<file path="src/rtl/fwp_pkg.sv">
/*
 Shared constants and types for the flash write-permission gate:
 opcodes, status field positions, array geometry and command classes.
 Assumes the whole design runs on one 125 MHz system clock.
*/
package fwp_pkg;

	// Write-latch and program/erase opcodes
	localparam logic [7:0] OP_WR_ENABLE = 8'h06;
	localparam logic [7:0] OP_PROG      = 8'h02;
	localparam logic [7:0] OP_PROG4     = 8'h12;
	localparam logic [7:0] OP_QPROG     = 8'h32;
	localparam logic [7:0] OP_QPROG4    = 8'h34;
	localparam logic [7:0] OP_QIO_PROG  = 8'h38;
	localparam logic [7:0] OP_QIO_PROG4 = 8'h3E;
	localparam logic [7:0] OP_SE_A     = 8'hD7;
	localparam logic [7:0] OP_SE_B     = 8'h20;
	localparam logic [7:0] OP_SE4      = 8'h21;
	localparam logic [7:0] OP_BE32     = 8'h52;
	localparam logic [7:0] OP_BE32_4   = 8'h5C;
	localparam logic [7:0] OP_BE64     = 8'hD8;
	localparam logic [7:0] OP_BE64_4   = 8'hDC;
	localparam logic [7:0] OP_CE_A     = 8'hC7;
	localparam logic [7:0] OP_CE_B     = 8'h60;
	// Register write opcodes
	localparam logic [7:0] OP_SR_WR    = 8'h01;
	localparam logic [7:0] OP_FR_WR    = 8'h42;
	localparam logic [7:0] OP_RP_NV    = 8'h65;
	localparam logic [7:0] OP_RP_V     = 8'h63;
	localparam logic [7:0] OP_RP_V_ALT = 8'hC0;
	localparam logic [7:0] OP_ERP_NV   = 8'h85;
	localparam logic [7:0] OP_ERP_V    = 8'h83;
	localparam logic [7:0] OP_BANK_NV  = 8'h18;
	localparam logic [7:0] OP_BANK_V   = 8'hC5;
	localparam logic [7:0] OP_BANK_ALT = 8'h17;
	localparam logic [7:0] OP_DYN_A    = 8'hFB;
	localparam logic [7:0] OP_DYN_B    = 8'hE1;
	localparam logic [7:0] OP_PER_A    = 8'hFD;
	localparam logic [7:0] OP_PER_B    = 8'hE3;
	localparam logic [7:0] OP_TRN_NV   = 8'h43;
	localparam logic [7:0] OP_TRN_V    = 8'h4A;
	// Other write-gated non-volatile operations
	localparam logic [7:0] OP_IR_ER    = 8'h64;
	localparam logic [7:0] OP_IR_PG    = 8'h62;
	localparam logic [7:0] OP_AB_WR    = 8'h15;
	localparam logic [7:0] OP_PER_ER   = 8'hE4;
	localparam logic [7:0] OP_ASP_PG   = 8'h2F;
	localparam logic [7:0] OP_PLB_WR   = 8'hA6;
	localparam logic [7:0] OP_FRZ      = 8'h91;
	localparam logic [7:0] OP_GANG_LK  = 8'h7E;
	localparam logic [7:0] OP_GANG_UN  = 8'h98;
	localparam logic [7:0] OP_PWD_PG   = 8'hE8;
	// Write-disable opcode default
	localparam logic [7:0] OP_WR_DISABLE_DEF = 8'h04;

	// Status register layout and reset value
	localparam int         SR_WIP     = 0;
	localparam int         SR_LATCH   = 1;
	localparam int         SR_BP_LSB  = 2;
	localparam int         SR_QUAD    = 6;
	localparam int         SR_LOCK    = 7;
	localparam logic [7:0] SR_RESET   = 8'h00;
	localparam logic [3:0] BP_NONE    = 4'h0;

	// Array geometry: 1024 blocks of 64KB
	localparam int          BLK_LSB    = 16;
	localparam int          BLK_W      = 10;
	localparam int          ADDR3_W    = 24;
	localparam logic [10:0] ARRAY_BLKS = 11'h400;

	// Classification of one opcode
	typedef struct packed {
		logic known;
		logic write_enable_cmd;
		logic write_disable_cmd;
		logic gated;
		logic busy_op;
		logic addr_check;
		logic force_4b;
		logic chip_erase;
		logic status_write;
	} fwp_cmd_class_t;

	// Command strobe with its operands
	typedef struct packed {
		logic        valid;
		logic [7:0]  opcode;
		logic [31:0] addr;
		logic [7:0]  sr_data;
	} fwp_cmd_t;

	typedef enum logic {fwp_st_idle, fwp_st_busy} fwp_state_t;

	// Builds a class for a write-gated or exempt opcode
	function automatic fwp_cmd_class_t fwp_mk(input logic gated, input logic busy_op,
		input logic addr_check, input logic force_4b);
		fwp_cmd_class_t c;
		c            = '0;
		c.known      = 1'b1;
		c.gated      = gated;
		c.busy_op    = busy_op;
		c.addr_check = addr_check;
		c.force_4b   = force_4b;
		return c;
	endfunction

	// Protected block count per block-protect code
	function automatic logic [10:0] fwp_prot_blocks(input logic [3:0] code);
		logic [10:0] n;
		n = 11'h000;
		unique case (code)
			4'h0: n = 11'h000;
			4'h1: n = 11'h001;
			4'h2: n = 11'h002;
			4'h3: n = 11'h004;
			4'h4: n = 11'h008;
			4'h5: n = 11'h010;
			4'h6: n = 11'h020;
			4'h7: n = 11'h040;
			4'h8: n = 11'h080;
			4'h9: n = 11'h100;
			4'hA: n = 11'h200;
			4'hB: n = 11'h300;
			4'hC: n = 11'h380;
			4'hD: n = 11'h3C0;
			4'hE: n = 11'h3E0;
			4'hF: n = 11'h400;
		endcase
		return n;
	endfunction

endpackage

</file>
<file path="src/rtl/fwp_opcode_decode.sv">
/*
 Opcode classifier for the write-permission gate.
 Purely combinational; the caller registers whatever it needs.
*/
`timescale 1ns/1ps
`default_nettype none
module fwp_opcode_decode #(
	parameter logic [7:0] WRITE_DISABLE_CMD_OPCODE = fwp_pkg::OP_WR_DISABLE_DEF
) (
	input  wire logic [7:0]              opcode_in, // Instruction byte
	output var  fwp_pkg::fwp_cmd_class_t class_out  // Its class
);
	fwp_pkg::fwp_cmd_class_t c;

	// Unknown opcodes (reads etc.) stay all-zero and pass untouched
	always_comb
	begin
		c = '0;
		unique case (opcode_in)
			fwp_pkg::OP_WR_ENABLE:
			begin
				c.known = 1'b1;
				c.write_enable_cmd  = 1'b1;
			end
			WRITE_DISABLE_CMD_OPCODE:
			begin
				c.known = 1'b1;
				c.write_disable_cmd  = 1'b1;
			end
			fwp_pkg::OP_PROG, fwp_pkg::OP_QPROG, fwp_pkg::OP_QIO_PROG:
				c = fwp_pkg::fwp_mk(1'b1, 1'b1, 1'b1, 1'b0);
			fwp_pkg::OP_PROG4, fwp_pkg::OP_QPROG4, fwp_pkg::OP_QIO_PROG4:
				c = fwp_pkg::fwp_mk(1'b1, 1'b1, 1'b1, 1'b1);
			fwp_pkg::OP_SE_A, fwp_pkg::OP_SE_B, fwp_pkg::OP_BE32, fwp_pkg::OP_BE64:
				c = fwp_pkg::fwp_mk(1'b1, 1'b1, 1'b1, 1'b0);
			fwp_pkg::OP_SE4, fwp_pkg::OP_BE32_4, fwp_pkg::OP_BE64_4:
				c = fwp_pkg::fwp_mk(1'b1, 1'b1, 1'b1, 1'b1);
			fwp_pkg::OP_CE_A, fwp_pkg::OP_CE_B:
			begin
				c            = fwp_pkg::fwp_mk(1'b1, 1'b1, 1'b0, 1'b0);
				c.chip_erase = 1'b1;
			end
			fwp_pkg::OP_SR_WR:
			begin
				c              = fwp_pkg::fwp_mk(1'b1, 1'b1, 1'b0, 1'b0);
				c.status_write = 1'b1;
			end
			fwp_pkg::OP_RP_NV, fwp_pkg::OP_ERP_NV, fwp_pkg::OP_BANK_NV, fwp_pkg::OP_TRN_NV,
			fwp_pkg::OP_PER_A, fwp_pkg::OP_FR_WR:
				c = fwp_pkg::fwp_mk(1'b1, 1'b1, 1'b0, 1'b0);
			fwp_pkg::OP_PER_B, fwp_pkg::OP_DYN_A:
				c = fwp_pkg::fwp_mk(1'b1, fwp_pkg::OP_PER_B == opcode_in, 1'b0, 1'b1);
			fwp_pkg::OP_RP_V, fwp_pkg::OP_ERP_V, fwp_pkg::OP_BANK_V, fwp_pkg::OP_TRN_V,
			fwp_pkg::OP_DYN_B:
				c = fwp_pkg::fwp_mk(1'b1, 1'b0, 1'b0, 1'b0);
			fwp_pkg::OP_RP_V_ALT, fwp_pkg::OP_BANK_ALT:
				c = fwp_pkg::fwp_mk(1'b0, 1'b0, 1'b0, 1'b0);
			fwp_pkg::OP_IR_ER, fwp_pkg::OP_IR_PG, fwp_pkg::OP_AB_WR, fwp_pkg::OP_PER_ER,
			fwp_pkg::OP_ASP_PG, fwp_pkg::OP_PLB_WR, fwp_pkg::OP_FRZ, fwp_pkg::OP_GANG_LK,
			fwp_pkg::OP_GANG_UN, fwp_pkg::OP_PWD_PG:
				c = fwp_pkg::fwp_mk(1'b1, 1'b1, 1'b0, 1'b0);
			default:
				c = '0;
		endcase
	end

	assign class_out = c;
endmodule
`default_nettype wire

</file>
<file path="src/rtl/fwp_protect_range.sv">
/*
 Block-protect range check: is a 64KB block inside the protected area
 selected by the block-protect code and top/bottom select.
 Combinational; block index already extracted by the caller.
*/
`timescale 1ns/1ps
`default_nettype none
module fwp_protect_range (
	input  wire logic [3:0] bp_code_in, // Block-protect code
	input  wire logic       top_bottom_select_in, // 0 top, 1 bottom
	input  wire logic [9:0] blk_idx_in, // Target 64KB block
	output logic            hit_out     // Block is protected
);
	logic [10:0] count;
	logic [10:0] blk_wide;
	logic        top_hit;
	logic        bot_hit;

	// Top area grows down from the last block, bottom area up from block 0
	assign count    = fwp_pkg::fwp_prot_blocks(bp_code_in);
	assign blk_wide = {1'b0, blk_idx_in};
	assign top_hit  = blk_wide >= (fwp_pkg::ARRAY_BLKS - count);
	assign bot_hit  = blk_wide < count;
	assign hit_out  = (count != 11'h000) & (top_bottom_select_in ? bot_hit : top_hit);
endmodule
`default_nettype wire

</file>
<file path="src/rtl/fwp_gate.sv">
/*
 Write-permission gate of a serial NOR flash command decoder.
 Decides whether each decoded instruction is accepted or refused and
 keeps the write-enable latch, busy flag and protection status bits.
 Assumes commands arrive already deserialised as one-cycle strobes,
 synchronous to clk_sys_in, and that the array engine pulses
 op_done_in when a busy operation finishes.
*/
// What this block does
// - Gated program, erase and register writes need a prior write-enable.
// - Page program 02h uses address mode; 12h always four-byte address.
// - Quad page program 32h/34h, quad address-data 38h/3Eh, all gated.
// - Sector erase D7h/20h mode address, 21h four-byte; gated.
// - 32KB block erase 52h mode address, 5Ch four-byte; gated.
// - 64KB block erase D8h mode address, DCh four-byte; gated.
// - Read-parameter writes 65h non-volatile, 63h volatile; gated.
// - Extended read-parameter writes 85h non-volatile, 83h volatile; gated.
// - Bank register writes 18h non-volatile, C5h volatile; gated.
// - Training pattern programs 43h non-volatile, 4Ah volatile; gated.
// - Dynamic sector lock writes FBh and E1h; gated.
// - Persistent sector lock writes FDh mode address, E3h four-byte; gated.
// - Alternates C0h and 17h are accepted without write-enable.
// - Four-bit protect code selects the protected part of the array.
// - Program or erase into a protected block is inhibited.
// - Chip erase C7h/60h ignored unless protect code is zero.
// - Status-write-disable clear lets status writes through regardless of pin.
// - Disable set with protect pin low and quad enable low freezes status bits, ignores writes.
// - Disable set with protect pin high still allows status writes.
// - Quad enable low keeps protect/hold pins; high makes them data lines.
// - Latch set by 06h, cleared by write-disable and on completion.
// - Protected block counts per code, from top or bottom by select.
`timescale 1ns/1ps
`default_nettype none
module fwp_gate #(
	parameter logic [7:0] WRITE_DISABLE_CMD_OPCODE = fwp_pkg::OP_WR_DISABLE_DEF
) (
	input  wire logic             clk_sys_in,           // 125 MHz system clock
	input  wire logic             rst_in,               // Sync reset, active high
	input  wire fwp_pkg::fwp_cmd_t cmd_in,              // Decoded command strobe
	input  wire logic             addr_mode_4b_in,      // Current 4-byte mode
	input  wire logic             wp_n_in,              // Protect pin, active low
	input  wire logic             top_bottom_select_in, // 0 top, 1 bottom area
	input  wire logic             op_done_in,           // Busy operation finished
	output logic                  accept_out,           // Command accepted pulse
	output logic                  refuse_out,           // Command refused pulse
	output var fwp_pkg::fwp_cmd_class_t accepted_class_out, // Class of last accepted
	output logic [31:0]           accepted_addr_out,    // Effective address
	output logic [7:0]            status_out,           // Status register image
	output logic                  write_enable_latch_out, // Latch state
	output logic                  busy_out,             // Operation in progress
	output logic                  quad_enable_out,      // Quad mode enabled
	output logic                  pin_func_enable_out   // Protect/hold pins live
);
	fwp_pkg::fwp_cmd_class_t cls;
	fwp_pkg::fwp_state_t     state_ff;
	fwp_pkg::fwp_state_t     nxt_state;
	logic                    latch_ff;
	logic                    nxt_latch;
	logic [3:0]              bp_ff;
	logic [3:0]              nxt_bp;
	logic                    quad_ff;
	logic                    nxt_quad;
	logic                    srlock_ff;
	logic                    nxt_srlock;
	logic                    busy_ff;
	logic                    accept_ff;
	logic                    refuse_ff;
	fwp_pkg::fwp_cmd_class_t acc_cls_ff;
	logic [31:0]             acc_addr_ff;
	logic                    pin_func_ff;
	logic [31:0]             eff_addr;
	logic                    range_hit;
	logic                    busy_now;
	logic                    sr_locked;
	logic                    no_latch;
	logic                    prot_block;
	logic                    ce_block;
	logic                    sr_block;
	logic                    refuse;
	logic                    accept;
	logic                    done_now;

	// Opcode classification
	fwp_opcode_decode #(
		.WRITE_DISABLE_CMD_OPCODE (WRITE_DISABLE_CMD_OPCODE)
	) u_decode (
		.opcode_in (cmd_in.opcode),
		.class_out (cls)
	);

	// Mode-dependent opcodes see only the low three bytes in 3-byte mode
	assign eff_addr = (cls.force_4b | addr_mode_4b_in) ? cmd_in.addr :
		{8'h00, cmd_in.addr[fwp_pkg::ADDR3_W-1:0]};

	// Protected-area check on the target block
	fwp_protect_range u_range (
		.bp_code_in           (bp_ff),
		.top_bottom_select_in (top_bottom_select_in),
		.blk_idx_in           (eff_addr[fwp_pkg::BLK_LSB +: fwp_pkg::BLK_W]),
		.hit_out              (range_hit)
	);

	// Refusal causes; busy refuses everything this gate knows about
	assign busy_now   = (state_ff == fwp_pkg::fwp_st_busy);
	assign sr_locked  = srlock_ff & ~wp_n_in & ~quad_ff;
	assign no_latch   = cls.gated & ~latch_ff;
	assign prot_block = cls.addr_check & range_hit;
	assign ce_block   = cls.chip_erase & (bp_ff != fwp_pkg::BP_NONE);
	assign sr_block   = cls.status_write & sr_locked;
	assign refuse     = cmd_in.valid & cls.known &
		(busy_now | no_latch | prot_block | ce_block | sr_block);
	assign accept     = cmd_in.valid & cls.known & ~refuse;
	assign done_now   = busy_now & op_done_in;

	// Busy state: a refused command never reaches it
	always_comb
	begin
		nxt_state = state_ff;
		unique case (state_ff)
			fwp_pkg::fwp_st_idle:
				if (accept & cls.busy_op)
				begin
					nxt_state = fwp_pkg::fwp_st_busy;
				end
			fwp_pkg::fwp_st_busy:
				if (op_done_in)
				begin
					nxt_state = fwp_pkg::fwp_st_idle;
				end
		endcase
	end

	// Write-enable latch; commands are refused while busy, so set and
	// completion clear never meet in one cycle
	always_comb
	begin
		nxt_latch = latch_ff;
		if (done_now)
		begin
			nxt_latch = 1'b0;
		end
		if (accept & cls.write_disable_cmd)
		begin
			nxt_latch = 1'b0;
		end
		if (accept & cls.write_enable_cmd)
		begin
			nxt_latch = 1'b1;
		end
	end

	// Status bits written only by an accepted status write
	assign nxt_bp   = (accept & cls.status_write) ?
		cmd_in.sr_data[fwp_pkg::SR_BP_LSB +: 4] : bp_ff;
	assign nxt_quad   = (accept & cls.status_write) ? cmd_in.sr_data[fwp_pkg::SR_QUAD] : quad_ff;
	assign nxt_srlock = (accept & cls.status_write) ? cmd_in.sr_data[fwp_pkg::SR_LOCK] : srlock_ff;

	// Control and status registers
	always_ff @(posedge clk_sys_in)
	begin
		if (rst_in)
		begin
			state_ff  <= fwp_pkg::fwp_st_idle;
			busy_ff   <= 1'b0;
			latch_ff  <= fwp_pkg::SR_RESET[fwp_pkg::SR_LATCH];
			bp_ff     <= fwp_pkg::SR_RESET[fwp_pkg::SR_BP_LSB +: 4];
			quad_ff   <= fwp_pkg::SR_RESET[fwp_pkg::SR_QUAD];
			srlock_ff <= fwp_pkg::SR_RESET[fwp_pkg::SR_LOCK];
		end
		else
		begin
			state_ff  <= nxt_state;
			busy_ff   <= (nxt_state == fwp_pkg::fwp_st_busy); // Output straight from a flop
			latch_ff  <= nxt_latch;
			bp_ff     <= nxt_bp;
			quad_ff   <= nxt_quad;
			srlock_ff <= nxt_srlock;
		end
	end

	// Result pulses and the captured accepted command
	always_ff @(posedge clk_sys_in)
	begin
		if (rst_in)
		begin
			accept_ff   <= 1'b0;
			refuse_ff   <= 1'b0;
			acc_cls_ff  <= '0;
			acc_addr_ff <= 32'h0000_0000;
			pin_func_ff <= 1'b1;
		end
		else
		begin
			accept_ff   <= accept;
			refuse_ff   <= refuse;
			pin_func_ff <= ~nxt_quad;
			if (accept)
			begin
				acc_cls_ff  <= cls;
				acc_addr_ff <= eff_addr;
			end
		end
	end

	assign accept_out             = accept_ff;
	assign refuse_out             = refuse_ff;
	assign accepted_class_out     = acc_cls_ff;
	assign accepted_addr_out      = acc_addr_ff;
	assign status_out             = {srlock_ff, quad_ff, bp_ff, latch_ff, busy_ff};
	assign write_enable_latch_out = latch_ff;
	assign busy_out               = busy_ff;
	assign quad_enable_out        = quad_ff;
	assign pin_func_enable_out    = pin_func_ff;

	// Checks kept next to the gate they guard
	a_latch_needed: assert property (@(posedge clk_sys_in) disable iff (rst_in)
		(cmd_in.valid && cls.gated && !latch_ff) |=> (!accept_ff && refuse_ff))
		else $error("gated command accepted without latch");

	a_write_enable_cmd_sets: assert property (@(posedge clk_sys_in) disable iff (rst_in)
		(cmd_in.valid && cls.write_enable_cmd && !busy_now) |=> (latch_ff && accept_ff))
		else $error("write enable did not set latch");

	a_done_clears: assert property (@(posedge clk_sys_in) disable iff (rst_in)
		(busy_now && op_done_in) |=> (!latch_ff && !busy_now))
		else $error("completion left latch or busy set");

	a_exempt_alternates: assert property (@(posedge clk_sys_in) disable iff (rst_in)
		(cmd_in.valid && !busy_now && !latch_ff &&
		(cmd_in.opcode == fwp_pkg::OP_RP_V_ALT || cmd_in.opcode == fwp_pkg::OP_BANK_ALT))
		|=> accept_ff)
		else $error("exempt alternate opcode refused");

	a_protect_inhibit: assert property (@(posedge clk_sys_in) disable iff (rst_in)
		(cmd_in.valid && cls.addr_check && range_hit) |=> (!accept_ff ##1 !busy_now))
		else $error("write into protected block accepted");

	a_chip_erase_bp: assert property (@(posedge clk_sys_in) disable iff (rst_in)
		(cmd_in.valid && cls.chip_erase && bp_ff != fwp_pkg::BP_NONE) |=> !accept_ff)
		else $error("chip erase accepted with protect bits set");

	a_sr_frozen: assert property (@(posedge clk_sys_in) disable iff (rst_in)
		(cmd_in.valid && cls.status_write && srlock_ff && !wp_n_in && !quad_ff)
		|=> ($stable(status_out[7:2]) && !accept_ff))
		else $error("locked status register changed");

	a_sr_open: assert property (@(posedge clk_sys_in) disable iff (rst_in)
		(cmd_in.valid && cls.status_write && latch_ff && !busy_now && (!srlock_ff || wp_n_in))
		|=> (accept_ff && status_out[7:2] == $past(cmd_in.sr_data[7:2]) && busy_now))
		else $error("permitted status write not applied");

	a_discard_quiet: assert property (@(posedge clk_sys_in) disable iff (rst_in)
		(cmd_in.valid && no_latch && !busy_now) |=> ($stable(status_out[7:1]) && !busy_now))
		else $error("discarded command changed state");

	a_pin_function: assert property (@(posedge clk_sys_in) disable iff (rst_in)
		$changed(quad_ff) |-> (pin_func_enable_out == !quad_ff))
		else $error("pin function out of step with quad enable");

	a_top_range: assert property (@(posedge clk_sys_in) disable iff (rst_in)
		(bp_ff == 4'h1 && !top_bottom_select_in && cls.addr_check && latch_ff &&
		!busy_now && cmd_in.valid && eff_addr[25:16] == 10'h3FF) |=> !accept_ff)
		else $error("top block not protected by code one");
endmodule
`default_nettype wire

</file>
<file path="config.mk">
export PLATFORM = sky130hd
export DESIGN_NAME = fwp_gate
export DESIGN_NICKNAME = d
export VERILOG_FILES = /design/src/rtl/fwp_pkg.sv /design/src/rtl/fwp_opcode_decode.sv /design/src/rtl/fwp_protect_range.sv /design/src/rtl/fwp_gate.sv
export SDC_FILE = /design/constraint.sdc
export NUM_CORES = 1
export LEC_CHECK = 0
export ABC_AREA = 1
export BUFFER_PORTS_ARGS = -buffer_cell sky130_fd_sc_hd__buf_2
export CORE_ASPECT_RATIO = 2
export CORE_MARGIN = 1
export CORE_UTILIZATION = 35
export DETAILED_ROUTE_END_ITERATION = 10
export GPL_TIMING_DRIVEN = 0
export HOLD_SLACK_MARGIN = 0.15
export MAX_ROUTING_LAYER = met4
export PLACE_DENSITY = 0.56
export SYNTH_ARGS = -nofsm -noshare
export SYNTH_HDL_FRONTEND = slang
export SYNTH_SLANG_ARGS = --single-unit
</file>
<file path="constraint.sdc">
create_clock -name clk_sys_in -period 2.84 [get_ports clk_sys_in]
set_input_delay 0 -clock clk_sys_in [delete_from_list [all_inputs] [get_ports clk_sys_in]]
set_output_delay 0 -clock clk_sys_in [all_outputs]
set_load 0.01 [all_outputs]
</file>
* Word-level counts from Yosys, hierarchy flattened *
Memory sizes are Yosys's and may differ from the RTL's. A register that Yosys moved wholly into a read port is not among the register bits.
Index checks and enable logic that the tools add are counted.

operators by class
  add/subtract/negate cells = 1
  $lt $le $gt $ge = 2
  equality and inequality tests = 44
  muxes and demuxes = 15
  reduce and logical (&&, ||, !) cells = 10
  bitwise gates (word level) = 26

operators with widths
  kind                                                             count
  8-bit == test, second input constant                             17
  8-bit by 7-bit == test with 1-bit output, second input constant  11
  8-bit by 6-bit == test with 1-bit output, second input constant  7
  43-bit OR reduction                                              1
  6-bit one-hot mux with 7 select lines                            1
  8-bit by 5-bit == test with 1-bit output, second input constant  4
  32-bit 2-to-1 mux                                                1
  8-bit by 3-bit == test with 1-bit output, second input constant  2
  16-bit OR reduction                                              1
  1-bit bitwise AND                                                15
  10-bit by 11-bit >= comparator with 1-bit output                 1
  10-bit by 11-bit less-than comparator with 1-bit output          1
  11-bit nonzero test                                              1
  11-bit subtractor, first input constant                          1
  1-bit 2-to-1 mux                                                 10
  8-bit by 1-bit == test with 1-bit output, second input constant  1
  8-bit by 2-bit == test with 1-bit output, second input constant  1
  8-bit == test, first input constant                              1
  4-bit 2-to-1 mux                                                 2
  7-bit OR reduction                                               1
  1-bit NOT                                                        6
  6-bit OR reduction                                               1
  1-bit OR                                                         5
  5-bit OR reduction                                               1
  4 further kinds                                                  5

storage, ports and cells
  bits in read-only memories = 176
  bits in registers = 52
  output and inout port bits = 55
  memories kept = 1

memories
  memory            depth  bits a word  rd ports  clocked after memory_dff  wr ports  RTL line        text
  (name not given)  16     11           1         1                         0         fwp_pkg.sv:111  unique case (code)

* Logic depth before layout (Yosys ltp) *
  depth in word-level cells = 18
  mapped depth = 28
  depth with buffers taken out = 28

* Modules after synthesis *
From an unflattened synthesis, not the netlist that was laid out.

second synthesis, totals
  cells, all modules = 554
  area total of the unflattened synthesis = 3,549.7 um2

by module, submodules not included
  module             seq. area each (um2)  cells an instance  area an instance (um2)  instances
  fwp_gate           1,041.0               259                1,959.4                 1
  fwp_protect_range  0.0                   143                929.6                   1
  fwp_opcode_decode  0.0                   152                660.6                   1

* Worst setup path before layout *
OpenSTA, ideal clock, no wires.

  path type = register -> register
  start point = register u_range.count[1] (netlist name)
  end point = register u_range.count[6] (netlist name)
  required time = 2,716 ps
  stages on the path, launching flop included = 25
  library setup time = 124 ps
  setup slack = -96 ps
  clock period less this slack = 2,936 ps
  arrival time = 2,812 ps
  cells stage by stage = dfxtp_1 inv_1 ha_1 nand3_1 nor3_1 xor2_1 ha_1 a21o_1 nor2_1 nand2_1 nand2_1 nand3_1 nand2_1 nand2_1 nand2_1 nand2_1 nand2_1 nand2_2 nor2_8 nand3_2 nand2_2 nand2_2 ha_1 o21ai_1 a21oi_1

between the ends
  word-level cells in the longest chain between the ends = 14
  elaborated cells between the ends (all ways) = 16
  those cells by class = 1 x add/sub; 2 x order compare; 3 x mux; 9 x bitwise; 1 x reduce/logical

RTL lines
  element                                            RTL line                 text
  11-bit subtractor                                  fwp_protect_range.sv:22  assign top_hit = blk_wide >= (fwp_pkg::ARRAY_BLKS - count);
  10-bit by 11-bit >= comparator with 1-bit output   fwp_protect_range.sv:22
  1-bit 2-to-1 mux                                   fwp_protect_range.sv:24  assign hit_out = (count != 11'h000) & (top_bottom_select_in ? bot_hit : top_hit);
  1-bit bitwise AND *                                fwp_protect_range.sv:24
  1-bit bitwise AND *                                fwp_gate.sv:107          assign prot_block = cls.addr_check & range_hit;
  1-bit OR * (3 in series)                           fwp_gate.sv:111          (busy_now | no_latch | prot_block | ce_block | sr_block);
  1-bit bitwise AND *                                fwp_gate.sv:110          assign refuse = cmd_in.valid & cls.known &
  1-bit NOT *                                        fwp_gate.sv:112          assign accept = cmd_in.valid & cls.known & ~refuse;
  1-bit bitwise AND *                                fwp_gate.sv:112
  1-bit bitwise AND *                                fwp_gate.sv:153          assign nxt_bp = (accept & cls.status_write) ?
  4-bit 2-to-1 mux (no source line) * (2 in series)  n/a

Mark *: on every way between the ends. The rest lies on a longest branch, timed or not.
A chain may end at the register's enable or synchronous reset.

* Worst setup path in the final report *
  start point = register u_range.count[0] (netlist name)
  end point = register u_range.count[6] (netlist name)

between the ends
  word-level cells in the longest chain between the ends = 14
  elaborated cells between the ends (all ways) = 16
  those cells by class = 1 x add/sub; 2 x order compare; 3 x mux; 9 x bitwise; 1 x reduce/logical

RTL lines
  element                                            RTL line
  11-bit subtractor                                  fwp_protect_range.sv:22
  10-bit by 11-bit >= comparator with 1-bit output   fwp_protect_range.sv:22
  1-bit 2-to-1 mux                                   fwp_protect_range.sv:24
  1-bit bitwise AND *                                fwp_protect_range.sv:24
  1-bit bitwise AND *                                fwp_gate.sv:107
  1-bit OR * (3 in series)                           fwp_gate.sv:111
  1-bit bitwise AND *                                fwp_gate.sv:110
  1-bit NOT *                                        fwp_gate.sv:112
  1-bit bitwise AND *                                fwp_gate.sv:112
  1-bit bitwise AND *                                fwp_gate.sv:153
  4-bit 2-to-1 mux (no source line) * (2 in series)  n/a

Marked as above.

==> out/qor_table.md <==
| Quantity | Value |
|:---|:---|
| Placer congestion estimate | 1.04 |
| Crit Path Category | reg2reg |
| Kind of start point of the critical path | register |
| Max FO, Critical Path | 3 |
| Total Routed Length | 13.3 mm |
| GRT overflow | 0 |
| Number of diodes added for antenna fixing | 0 |
| Final worst clock skew | 0.00707 ns |
| Number of global-route vias before repair | 4,284 |
| # nets final | 813 |
| Largest net degree at the start of global routing | 12 |
| CP required | 3.09 ns |
| Number of nets in the synthesized netlist | 640 |
| Gate count of the mapped netlist | 564 |
| Leakage power summed over all cells | 2.80 nW |
| Final cycle utilization of the critical path | 104% |
| Clock power share | 41.7% |
| Max_cap viols | 0 |
| # rows | 52 |
| DRC Markers | 0 |
| Remaining max-slew budget at the tightest pin | 50.6% |
| Path class of the lowest-slack min-delay path | in2reg |
| Switching Power | 0.000658 W |
| Fin util | 55.7% |
| Most common cell after layout, fill and taps aside | nand2_1 |
| Result of the run | complete, but fails checks |
| Final Slew Violations | 0 |
| Highest-count cells in the layout ignoring fill and taps | 129 x nand2_1, 107 x nor2_1, 106 x buf_2, 61 x dfxtp_1, 41 x inv_1 |
| Synthesis-stage register bit count | 63 |
| Crit path capture type | register |
| Number of hold violations in the final report | 0 |
| Maximum resistive drop on vdd | 268 uV |
| Most used routing layer in global routing | met2 |
| Switching Share | 27.9% |
| Root cell of the clock tree | clkbuf_16 |
| Number of DRC markers after the initial detailed-route iteration | 143 |
| Final setup viols | 17 |
| Global routing met1 resource utilization | 19.7% |
| # fillers | 1,003 |
| Failing checks | setup timing |
| Boundary pin count | 110 |
| Final Worst Setup Slack | -0.103 ns |
| Share of cells above drive strength 1 | 33.7% |
| Area of the placeable core | 0.0101 sq mm |
| Die extent in x | 74.5 microns |
| Pre-antenna DRT Iters | 5 |
| RSZ-0062 raised after global routing | true |
| Syn. warnings | 0 |
| Slew at the pin closest to its max-slew limit | 0.741 ns |
| Critical path data arrival time | 3.19 ns |
| Power density of the placed cells | 416 mW/mm^2 |
| Vias per Instance | 4.91 |
| Number of antenna violations at the first check in global routing | 0 |
| Proportion of synthesized chip area in sequential cells | 34.3% |
| Total internal power | 0.00170 W |
| Die Outline Area | 0.0109 sq mm |
| Area of the mapped netlist | 0.00368 sq mm |
| Clock sink count | 63 |
| Number of buffers inserted by port buffering | 106 |
| Vias | 4,308 |
| Deepest level of the CTS H-tree | 3 |
| Count of cell types in the netlist | 36 |
| All-Layer GR Usage | 25.1% |
| CTS tree | yes |
| Portion of total power attributed to combinational logic | 18.5% |
| Average cell area after synthesis | 6.52 sq um |
| Global routing met3 resource utilization | 3.50% |
| DP Worst Slack | -0.710 ns |
| Final min period | 2.94 ns |
| Number of buffers on the longest clock path | 2 |
| Number of clock buffers inserted by TritonCTS | 9 |
| Starting Density | 36.2% |
| Clock transition at the register clock pins on the worst setup and hold paths after CTS | 0.05 ns |
| First-pass GRT wire length | 19.7 mm |
| Routing usage on met2 | 47.2% |
| Max Fclk | 340 MHz |
| Remaining number of nets flagged by the antenna check after routing | 0 |
| Clock latency reported for the late side of the worst-skew pair | 0.33 ns |
| Sequential power share | 39.8% |
| Relative area change from synthesis to final layout | 53.7% |
| Die Span Y | 147 microns |
| Avg WL per Cell | 15.2 microns |
| Detailed-placement wirelength estimate | 9.97 mm |
## worst paths after layout
path | start | to | slack (ns) | cells past startpoint
worst max-delay path | u_range.count[0]$_SDFF_PP0_ | u_range.count[6]$_DFF_P_ | -0.10 | 24
worst min-delay path | rst_in | accepted_addr_out[27]$_SDFFE_PP0N_ | 0.13 | 2
worst max register to register | u_range.count[0]$_SDFF_PP0_ | u_range.count[6]$_DFF_P_ | -0.10 | 24
worst min register to register | accepted_class_out[7]$_SDFFE_PP0N_ | accepted_class_out[7]$_SDFFE_PP0N_ | 0.46 | 2
## final cells by class
| type | count | area (sq um) | share of cell area [%] |
|---|---|---|---|
| multi-input combinational | 426 | 2440 | 43.2 |
| timing repair buffer | 162 | 1140 | 20.2 |
| clock inverter | 6 | 37.5 | 0.664 |
| inverter | 60 | 238 | 4.20 |
| tap | 135 | 169 | 2.99 |
| buffer | 15 | 131 | 2.32 |
| clock buffer | 10 | 229 | 4.05 |
| sequential | 63 | 1270 | 22.4 |
## routing by layer
layer  vias to the layer above  routed length (microns)
met5                         -                        0
met4                         0                     1150
met3                        67                      463
met2                       134                     7470
met1                      1955                     4240
li1                       2152                        -
## per-stage QoR
step	hold WS, ns	TNS [ns]	std cells	area, sq um	total power [W]
6_report	0.128	-0.400	877	5650	0.00235
3_5_place_dp	0.232	-32.47	805	4410	0.00125
3_3_place_gp	0.224	-31.18	805	4410	0.00125
4_1_cts	0.121	-0.139	868	5270	0.00230
2_1_floorplan	0.135	0	564	3710	0.00112
5_1_grt	0.168	-10.46	877	5650	0.00247
## registers in the layout, summed over array words and instances, names as in the netlist
signal,count
pin_func_enable_out,1
accepted_addr_out,32
accept_out,1
write_enable_latch_out,1
accepted_class_out,9
srlock_ff,1
refuse_out,1
busy_out,1
quad_enable_out,1
bp_ff,4
u_range.count,11
## kinds of logic after synthesis
group	count (synthesis)	synth area share, %
and+or+nand+nor	313	36.3
AOI/OAI and AO/OA	84	12.3
buffers and inverters	76	8.33
DFF	63	34.3
adders and majority gates	21	7.14
xor gates and xnor gates	7	1.67
## power by group through the flow
stage / logic [W] / clock network (W) / registers (W)
2_1_floorplan: 0.000156 / 0 / 0.000964
3_3_place_gp: 0.000301 / 0 / 0.000948
3_5_place_dp: 0.000304 / 0 / 0.000949
4_1_cts: 0.000369 / 0.000995 / 0.000931
5_1_grt: 0.000478 / 0.00105 / 0.000939
6_report: 0.000435 / 0.000983 / 0.000937
## worst max-delay path: stages (launching register included)
cell	delay, ns
dfxtp_4	0.36
inv_4	0.06
ha_4	0.14
nand3_4	0.08
nor3_4	0.14
xor2_1	0.17
ha_1	0.27
a21o_1	0.16
nor2_1	0.08
nand2_1	0.05
nand2_1	0.06
nand3_2	0.06
nand2_1	0.06
nand2_1	0.05
nand2_1	0.07
nand2_2	0.08
nand2_4	0.10
nand2_4	0.06
nor2_8	0.15
nand3_2	0.08
nand2_2	0.10
nand2_4	0.06
ha_4	0.28
o21ai_2	0.04
a21oi_1	0.13
## synthesized netlist by cell type
| cell | count | area share (%) |
|---|---|---|
| nor3_1 | 6 | 0.82 |
| o22a_1 | 1 | 0.24 |
| clkinv_2 | 1 | 0.14 |
| inv_2 | 14 | 1.4 |
| clkbuf_2 | 2 | 0.27 |
| nor2_2 | 2 | 0.34 |
| nor2_4 | 2 | 0.61 |
| buf_1 | 1 | 0.10 |
| nand3_1 | 28 | 3.8 |
| a21o_1 | 1 | 0.20 |
| a21oi_1 | 37 | 5.0 |
| clkbuf_1 | 7 | 0.71 |
| inv_1 | 43 | 4.4 |
| o211ai_1 | 1 | 0.20 |
| nand2_2 | 9 | 1.5 |
| xor2_1 | 7 | 1.7 |
| nand4_4 | 1 | 0.58 |
| nor3_2 | 1 | 0.27 |
| dfxtp_1 | 63 | 34 |
| a21boi_0 | 1 | 0.20 |
| o21a_1 | 1 | 0.20 |
| nand3_2 | 3 | 0.82 |
| nor2_1 | 118 | 12 |
| o21bai_1 | 1 | 0.20 |
| buf_4 | 4 | 0.82 |
| nand2_1 | 136 | 14 |
| o41ai_1 | 1 | 0.24 |
| ha_1 | 21 | 7.1 |
| a21oi_4 | 1 | 0.44 |
| nand3b_1 | 1 | 0.20 |
| clkinv_1 | 2 | 0.20 |
| buf_2 | 2 | 0.27 |
| o21ai_1 | 3 | 0.41 |
| nand4_1 | 5 | 0.85 |
| o21ai_0 | 36 | 4.9 |
| nor2_8 | 1 | 0.54 |
## timing repair
action,4_1_cts,5_1_grt
gates resized for setup,34,103
endpoints found under the hold margin,43,0
setup buffers,8,4
setup endpoints to repair,59,61
gates cloned,1,5
pin swaps,11,20
hold buffers,39,0
Power figures use the tool's default switching activity.
